--- config.mk ---
export PLATFORM = sky130hd
export DESIGN_NAME = drb_diag_record_builder
export DESIGN_NICKNAME = d
export VERILOG_FILES = /design/src/core/drb_pkg.sv /design/src/core/drb_diag_record_builder.sv
export VERILOG_INCLUDE_DIRS = /design/src /design/src/core
export SDC_FILE = /design/constraint.sdc
export NUM_CORES = 1
export LEC_CHECK = 0
export BUFFER_PORTS_ARGS = -buffer_cell sky130_fd_sc_hd__buf_2
export CORE_ASPECT_RATIO = 1.75
export CORE_MARGIN = 2
export CORE_UTILIZATION = 45
export CTS_CLUSTER_SIZE = 14
export DETAILED_ROUTE_END_ITERATION = 8
export PLACE_DENSITY = 0.79
export SYNTH_ARGS = -nofsm -noshare
export SYNTH_HDL_FRONTEND = slang
export SYNTH_SLANG_ARGS = --single-unit
--- constraint.sdc ---
create_clock -name core_clk -period 6.4 [get_ports core_clk]
set_input_delay 0 -clock core_clk [delete_from_list [all_inputs] [get_ports core_clk]]
set_output_delay 0 -clock core_clk [all_outputs]
set_load 0.05 [all_outputs]
--- src/core/drb_params.svh ---
// Purpose: constants for the diagnostic record builder
// Assumes: byte-wide record reads, indices 0 to 15
// Notes: definitions only
`ifndef DRB_PARAMS_SVH
`define DRB_PARAMS_SVH
// ----------------------------------------
// basic record byte offsets
// ----------------------------------------
`define DRB_OFS_ERROR_SUMMARY 4'h0
`define DRB_OFS_MODULE_CLASS 4'h1
`define DRB_OFS_INTERNAL_SUPPLY 4'h2
`define DRB_OFS_IRQ_LOST 4'h3
`define DRB_BASIC_BYTES 4
`define DRB_EXT_BYTES 16
// ----------------------------------------
// field positions
// ----------------------------------------
`define DRB_B0_FAIL 0
`define DRB_B0_INT 1
`define DRB_B0_EXT 2
`define DRB_B0_CHAN 3
`define DRB_B0_EXTSUP 4
`define DRB_B1_CHINFO 4
`define DRB_B2_INTSUP 4
`define DRB_B3_LOST 6
// ----------------------------------------
// module class codes and reset byte
// ----------------------------------------
`define DRB_CLASS_DIGITAL 4'hF
`define DRB_CLASS_FUNCTION 4'h8
`define DRB_REC_RESET 8'h00
`endif

--- src/core/drb_pkg.sv ---
// Purpose: types for the diagnostic record builder
// Assumes: nothing
// Notes: operating modes of the channels
package drb_pkg;
  typedef enum logic [1:0] {DRB_MODE_ALARM, DRB_MODE_COUNTER, DRB_MODE_FREQ, DRB_MODE_PWM} drb_mode_e;
  typedef enum logic [1:0] {DRB_ST_IDLE, DRB_ST_ACTIVE} drb_state_e;
endpackage
--- src/core/drb_diag_record_builder.sv ---
// Purpose: builds the basic and extended diagnostic records
// Assumes: fault inputs come from logic on core_clk
// Notes: record frozen between diagnostic events
//
// Functional notes
// - byte 0 bit 0 flags module failure: lost irq, missing supply, short/overload.
// - byte 0 bit 1 flags internal error: missing supply or output short/overload.
// - byte 0 bits 2,3,4 external, channel, external supply; bits 7-5 zero.
// - byte 1 bits 3-0 module class 1111b digital, 1000b function; 7-5 zero.
// - byte 1 bit 4 channel info present for lost irq, supply, short.
// - byte 2 bit 4 missing internal supply; other bits zero.
// - incoming record byte 3 bit 6 flags lost process interrupt, rest zero.
// - outgoing record after error clears all but module class; byte 3 zero.
// - each handler call yields one buffer entry with cause and address.
// - basic record ready in record output before the handler starts.
// - with diagnostic interrupt disabled, reads give the latest event.
// - extended record set readable on request via record read service.
// - basic record layout same for all operating modes.
// - extended record is basic four bytes plus twelve module bytes.
// - repeat process irq for same event while handled raises diagnostic.
`timescale 1ns/1ps
`default_nettype none
`include "drb_params.svh"
module drb_diag_record_builder
  import drb_pkg::*;
#(
  parameter int CHANNELS = 16,
  parameter logic [15:0] MODULE_ADDR = 16'h0000
)(
  input wire logic core_clk,
  input wire logic nrst,
  input wire drb_pkg::drb_mode_e op_mode,
  input wire logic diag_enable,
  input wire logic [CHANNELS-1:0] process_irq,
  input wire logic [CHANNELS-1:0] process_irq_done,
  input wire logic input_power_section_missing,
  input wire logic output_supply_missing,
  input wire logic output_short,
  input wire logic external_error,
  input wire logic external_supply_missing,
  input wire logic [95:0] ext_module_data,
  input wire logic [3:0] rd_index,
  input wire logic rd_req,
  output logic [7:0] rd_data,
  output logic rd_valid,
  output logic diag_handler_call,
  output logic diag_outgoing,
  output logic [31:0] local_dword8,
  output logic buf_entry_valid,
  output logic [7:0] buf_entry_cause,
  output logic [15:0] buf_entry_addr
);
  import drb_pkg::*;

  // ----------------------------------------
  // lost process interrupt detection
  // ----------------------------------------
  logic [CHANNELS-1:0] busy_reg;
  logic [CHANNELS-1:0] lost_reg;
  genvar g;
  generate
    for (g = 0; g < CHANNELS; g++)
    begin : g_ch
      always_ff @(posedge core_clk or negedge nrst)
      begin
        if (!nrst)
          busy_reg[g] <= 1'b0;
        else if (process_irq[g])
          busy_reg[g] <= 1'b1;
        else if (process_irq_done[g])
          busy_reg[g] <= 1'b0;
      end
      always_ff @(posedge core_clk or negedge nrst)
      begin
        if (!nrst)
          lost_reg[g] <= 1'b0;
        else if (process_irq[g] && busy_reg[g])
          lost_reg[g] <= 1'b1;
        else if (process_irq_done[g])
          lost_reg[g] <= 1'b0;
      end
    end
  endgenerate

  // ----------------------------------------
  // live fault image, only module class depends on mode
  // ----------------------------------------
  logic supply_missing;
  logic any_lost;
  logic fault_now;
  logic [31:0] live_rec;
  logic [3:0] mod_class;
  assign supply_missing = input_power_section_missing | output_supply_missing;
  assign any_lost = |lost_reg;
  assign fault_now = any_lost | supply_missing | output_short | external_error | external_supply_missing;
  assign mod_class = (op_mode == DRB_MODE_ALARM) ? `DRB_CLASS_DIGITAL : `DRB_CLASS_FUNCTION;
  always_comb
  begin
    live_rec = 32'h0000_0000;
    live_rec[`DRB_B0_FAIL] = any_lost | supply_missing | output_short;
    live_rec[`DRB_B0_INT] = supply_missing | output_short;
    live_rec[`DRB_B0_EXT] = external_error;
    live_rec[`DRB_B0_CHAN] = any_lost | output_short;
    live_rec[`DRB_B0_EXTSUP] = external_supply_missing;
    live_rec[8 +: 4] = mod_class;
    live_rec[8 + `DRB_B1_CHINFO] = any_lost | supply_missing | output_short;
    live_rec[16 + `DRB_B2_INTSUP] = supply_missing;
    live_rec[24 + `DRB_B3_LOST] = any_lost;
  end

  // ----------------------------------------
  // incoming / outgoing event sequencing
  // ----------------------------------------
  drb_state_e state_reg;
  logic ev_in;
  logic ev_out;
  assign ev_in = (state_reg == DRB_ST_IDLE) && fault_now;
  assign ev_out = (state_reg == DRB_ST_ACTIVE) && !fault_now;
  always_ff @(posedge core_clk or negedge nrst)
  begin
    if (!nrst)
      state_reg <= DRB_ST_IDLE;
    else
    begin
      case (state_reg)
        DRB_ST_IDLE:
          if (fault_now)
            state_reg <= DRB_ST_ACTIVE;
        DRB_ST_ACTIVE:
          if (!fault_now)
            state_reg <= DRB_ST_IDLE;
        default:
          state_reg <= DRB_ST_IDLE;
      endcase
    end
  end

  // ----------------------------------------
  // frozen record and extended data
  // ----------------------------------------
  logic [31:0] rec_reg;
  logic [95:0] ext_reg;
  always_ff @(posedge core_clk or negedge nrst)
  begin
    if (!nrst)
      rec_reg <= 32'h0000_0000;
    else if (ev_in)
      rec_reg <= live_rec;
    else if (ev_out)
      rec_reg <= {8'h00, live_rec[23:0]};
  end
  always_ff @(posedge core_clk or negedge nrst)
  begin
    if (!nrst)
      ext_reg <= 96'h0;
    else if (ev_in || ev_out)
      ext_reg <= ext_module_data;
  end
  assign local_dword8 = rec_reg;

  // ----------------------------------------
  // handler call and diagnostic buffer entry
  // ----------------------------------------
  always_ff @(posedge core_clk or negedge nrst)
  begin
    if (!nrst)
    begin
      diag_handler_call <= 1'b0;
      diag_outgoing <= 1'b0;
    end
    else
    begin
      diag_handler_call <= diag_enable && (ev_in || ev_out);
      diag_outgoing <= diag_enable && ev_out;
    end
  end
  always_ff @(posedge core_clk or negedge nrst)
  begin
    if (!nrst)
    begin
      buf_entry_valid <= 1'b0;
      buf_entry_cause <= `DRB_REC_RESET;
      buf_entry_addr <= 16'h0000;
    end
    else
    begin
      buf_entry_valid <= diag_enable && (ev_in || ev_out);
      if (ev_in || ev_out)
      begin
        buf_entry_cause <= live_rec[7:0];
        buf_entry_addr <= MODULE_ADDR;
      end
    end
  end

  // ----------------------------------------
  // record read service
  // ----------------------------------------
  logic [7:0] rd_byte;
  always_comb
  begin
    rd_byte = 8'h00;
    if (rd_index < 4'(`DRB_BASIC_BYTES))
      rd_byte = rec_reg[rd_index[1:0]*8 +: 8];
    else
      rd_byte = ext_reg[(rd_index - 4'(`DRB_BASIC_BYTES))*8 +: 8];
  end
  always_ff @(posedge core_clk or negedge nrst)
  begin
    if (!nrst)
    begin
      rd_data <= `DRB_REC_RESET;
      rd_valid <= 1'b0;
    end
    else
    begin
      rd_valid <= rd_req;
      if (rd_req)
        rd_data <= rd_byte;
    end
  end
endmodule // drb_diag_record_builder
`default_nettype wire

==> metrics.txt, run 1 <==
status=complete, no violations; Multi-input gate area=about 2600 µm²; Rel. slew slack=0.292; clk sinks=~150; residual DRC count=0; CTS Buffer Depth=2; PD cells=~390 nW/µm²; Starting DRT DRC Count=173; placed insts=approximately 800; adder-cell share of the synthesized area=0.00560; Syn Inst Count=474; startpoint types=register; post-synthesis sequential area ratio=0.556; Synth Flop Type=dfrtp_1; CP Class=reg2reg; vias in the first global route=5536; Largest register FFs=between 90 and 100; Period minus WS final=approximately 4100 ps; GRT overflow=0; Initial Util=0.456; post-synthesis xor/xnor area fraction=0.00131; Vias=5053; Core Region=about 15000 µm²; CP endpoint kind=register; gpl congestion=approximately 0.8; synth-to-layout area growth=44.0%; mux cell area share after synthesis=0.256; full die area=around 16000 µm²; Simple-Gate Fraction of Synth Area=0.0295; main combinational cell family by area after synthesis=multiplexers; first-pass GRT wire length=~28000 µm; # Max-Cap Violations=0; post-synthesis register bit count=149; CTS tree=yes; smallest hold slack=97.6 ps; final WL=approximately 18000 µm; Max Clock Freq=~240 MHz; Post-Place Worst Slack=approximately 2400 ps; # IOs=roughly 210; Syn Area/Cell=about 14 µm²; worst-skew pair later-pin latency=about 420 ps; total number of placement rows=slightly below 60; Lkg Pwr=around 4.5 nW; H-tree depth=4; largest net degree at the start of global routing=just under 80; Reg area=3730 µm²; Worst-path clk slew=around 60 ps; Area contributors post-synth=dfrtp_1, mux2_2, mux4_2, buf_4, a22o_1; Final #Nets=approximately 940; Yosys cell types=37; fraction of registers with async set/reset=1.00; Setup-failing EPs final=0; Final Hold Viols=0; grt met2 use=0.424; Reg2Reg Launch Point=lost_reg[13]; critical path arrival=~4400 ps; Hold WC Path Type=in2reg; max-slew violations=0; CTS buffer count=17; most frequent cells in the layout=buf_2, dlygate4sd3_1, dfrtp_1, mux2_2, conb_1; number of flops mapped to enable cells by yosys=0; DRT antenna net count=0; Finished Core Util=0.657; setup ws final=approximately 2300 ps; fillers=between 1000 and 1500; RSZ-0062 raised after global routing=no; antenna violations before repair=1; Yosys warning total=0; Cell Area, Synth=6700 µm²; Synth top area share=0.556; worst setup path startpoint=lost_reg[13]; First-pass DRT Iterations=6; Total Power=around 3.8 mW; CP required=~6700 ps; cell taking the most area after synthesis=dfrtp_1; Global Route met1 Usage=0.254; most common cell after layout, fill and taps aside=buf_2; I/O Buffers=approximately 170; hold_sp=rd_index[2]; setup TNS=0 ps; vias per cell=5.11; Synth Area in Compound Gates=0.0676; clock skew=around 11 ps; VDD IR-drop max=slightly below 0.2 mV; die width=roughly 96 µm; M3 GR Usage=0.0499; busiest grt layer=met2; crit-path max FO=73; hpwl dp=~11000 µm; DP Area=7510 µm²; Clock Tree Root=clkbuf_16; Routed WL per cell=18.4 µm; post_cts resized=0; layout cells sized above 1=0.412; Tot GR Track Use=0.236; Final Cell Area=9650 µm²; period utilization=0.646; Layout Cells excl Fill=~990; Worst Tran Pin Value=approximately 1100 ps; die height=about 170 µm
cell type report:
type / instances / share of cell area
antenna: 1 / 0.000259
clock buffer: 18 / 0.0455
clock inverter: 14 / 0.0157
inverter: 27 / 0.0105
multi-input combinational: 269 / 0.266
sequential: 149 / 0.386
tap: 183 / 0.0237
timing repair buffer: 328 / 0.252
routing by layer:
metal | up-vias | wire length, µm
li1 | 2255 | -
met1 | 2513 | 6460
met2 | 222 | 10100
met3 | 63 | 901
met4 | 0 | 769
met5 | - | 0
cell families (layout without fill, tap and decap cells):
| logic type | Yosys count | after routing |
|---|---|---|
| flops | 149 | 149 |
| mux | 129 | 129 |
| buf+inv | 94 | 387 |
| compound gates | 63 | 63 |
| simple gates | 34 | 34 |
| fa+ha+maj | 3 | 3 |
| other cells | 1 | 40 |
| xor+xnor | 1 | 1 |
report_power, final:
group          total [mW]  switching, mW  leakage, nW  internal (mW)
logic                1.29          0.635         2.45          0.655
registers            1.51          0.203         1.72           1.31
clock network       0.994          0.406        0.287          0.588
total                3.80           1.24         4.46           2.55
worst paths after layout:
check	endpoint	slack, ps	depth (start not counted)
hold reg to reg	local_dword8[11]	500	1
setup reg to reg	ext_reg[41]	2260	7
min in group asynchronous	ext_reg[12]	150	2
setup / recovery	ext_reg[41]	2260	7
max in group asynchronous	lost_reg[10]	4780	3
hold / removal	rd_data[4]	100	4
worst max-delay path: stages, from the launching register on:
cell and delay (ps):
dfrtp_1 400, nor4_1 520, nand4_1 330, or4_4 500, or3_1 370, ha_4 880, buf_4 570, mux2_2 410
synthesized netlist by cell type (5+ instances only):
master	number
inv_1	27
buf_4	50
buf_2	8
mux4_2	24
nand2_1	7
a22oi_1	6
a21oi_1	10
o21ai_0	5
mux2i_1	6
dfrtp_1	149
nor2b_1	6
a22o_1	15
a21o_1	17
mux2_2	99
timing repair:
| item | in CTS | in global routing |
|---|---|---|
| endpoints found under the setup margin | 0 | 0 |
| hold endpoints to repair | 210 | 0 |
| buffers inserted | 0 | 0 |
| hold buffers | 155 | 0 |
(Power assumes the default switching activity.)
==> inputs of run 2 (changes only) <==
- clock period: 6.4 -> 4.2 ns (I/O delays scaled with it)
==> metrics.txt, run 2 (synthesis results as in run 1) <==
most common cell after layout, fill and taps aside=buf_2 (unchanged); final WL=18300 µm (was 18200 µm); number of diodes=0 (was 1); antenna violations before repair=0 (was 1); clock skew=11.1 ps (was 11.2 ps); gpl congestion=0.822 (was 0.787); worst-skew pair later-pin latency=420 ps (about the same); clk sinks=149 (unchanged); Setup-failing EPs final=0 (unchanged); I/O Buffers=171 (unchanged); Core Region=14700 µm² (unchanged); Tot GR Track Use=0.240 (was 0.236); setup TNS=0 ps (unchanged); period utilization=0.936 (was 0.646); CTS tree=yes (unchanged); Lkg Pwr=4.46 nW (about the same); Starting DRT DRC Count=221 (was 173); met3 wire length=869 µm (was 901 µm); critical path arrival=4280 ps (was 4430 ps); H-tree depth=4 (unchanged); # Max-Cap Violations=0 (unchanged); die height=165 µm (unchanged); Worst Tran Pin Value=1050 ps (was 1060 ps); PD cells=599 nW/µm² (was 393 nW/µm²); startpoint types=register (unchanged); DRT antenna net count=0 (unchanged); Hold WC Path Type=in2reg (unchanged); First-pass DRT Iterations=6 (unchanged); RSZ-0062 raised after global routing=no (unchanged); Initial Util=0.456 (unchanged); CP required=4550 ps (was 6700 ps); Largest register FFs=96 (unchanged); status=complete, no violations (unchanged); # IOs=211 (unchanged); CTS Buffer Depth=2 (unchanged); vias in the first global route=5656 (was 5536); Routed WL per cell=18.4 µm (about the same); smallest hold slack=116 ps (was 97.6 ps); post_cts resized=0 (unchanged); Vias=5003 (was 5053); routed wl met2=10300 µm (was 10100 µm); Max Clock Freq=254 MHz (was 242 MHz); die width=96.3 µm (unchanged); total number of placement rows=59 (unchanged); first-pass GRT wire length=28200 µm (was 27700 µm); vias per cell=5.05 (was 5.11); CTS buffer count=17 (unchanged); max-slew violations=0 (unchanged); setup slack, reg-to-reg=270 ps (was 2260 ps); crit-path max FO=36 (was 73); Rel. slew slack=0.301 (was 0.292); residual DRC count=0 (unchanged); Final #Nets=940 (was 938); synth-to-layout area growth=44.3% (was 44.0%); Top Layer Used=met4 (unchanged); Worst-path clk slew=70 ps (was 60 ps); hpwl dp=11100 µm (was 10800 µm); buffer count from post-CTS setup fixing=0 (unchanged); largest net degree at the start of global routing=111 (was 79); Hold Crit Depth=4 (unchanged); GRT overflow=0 (unchanged); CP Class=reg2reg (unchanged); VDD IR-drop max=0.313 mV (was 0.197 mV); most frequent cells in the layout=buf_2, dlygate4sd3_1, dfrtp_1, mux2_2, conb_1 (unchanged); layout cells sized above 1=0.411 (was 0.412); Period minus WS final=3930 ps (was 4140 ps); R2R cell count=9 (was 7); Clock Tree Root=clkbuf_16 (unchanged); Final Hold Viols=0 (unchanged); full die area=15900 µm² (unchanged); CP endpoint kind=register (unchanged); Met1 Wirelength=6460 µm (about the same)
-- run 2: area by class of cell --
class,instances,area (µm²)
Clock inverter,14,143
Multi-Input combinational cell,269,2570
Fill cell,1033,5020
Sequential cell,149,3730
Clock buffer,18,429
Timing Repair Buffer,330,2470
Tap cell,183,229
Inverter,27,101
-- run 2: per-layer routing --
metal / track usage / up-vias
met5: 0 / -
met4: 0.114 / 0
met3: 0.0463 / 47
met2: 0.439 / 215
met1: 0.258 / 2482
li1: - / 2259
-- run 2: timing repair --
action | CTS | global route
endpoints found under the hold margin | 248 | 0
hold buffers | 156 | 0
setup endpoints to repair | 0 | 0
-- run 2: critical path: stages, from the launching register on --
cell and delay [ps]:
dfrtp_1 390, nor4_1 650, nand4_1 360, or4_4 500, or3_1 380, ha_4 570
buf_12 260, nor4_1 70, dlygate4sd3_1 560, a21oi_1 110
-- run 2: power by group --
part | internal, mW | switching, mW
Sequential | 2.00 | 0.321
Clock | 0.833 | 0.641
Combinational | 1.03 | 0.975
Total | 3.86 | 1.94
-- run 2: per-stage QoR --
step / area [µm²] / util / total power, mW / setup slack [ps] / std cells
3_3_place_gp: 7540 / 0.513 / 4.07 / 841 / 802
2_1_floorplan: 6850 / - / 3.72 / 1300 / 512
6_report: 9670 / 0.658 / 5.79 / 269 / 990
5_1_grt: 9670 / 0.658 / 6.08 / 199 / 990
4_1_cts: 9670 / 0.658 / 5.80 / 473 / 990
3_5_place_dp: 7540 / 0.513 / 4.20 / 739 / 802
-- run 2: final timing paths --
| path | startpoint | end |
|---|---|---|
| hold / removal | rd_index[2] | rd_data[4] |
| setup / recovery | lost_reg[10] | buf_entry_cause[1] |
| min in group asynchronous | nrst | ext_reg[49] |
| setup reg to reg | lost_reg[10] | buf_entry_cause[1] |
| hold reg to reg | ext_reg[49] | ext_reg[49] |
| max in group asynchronous | nrst | ext_reg[17] |
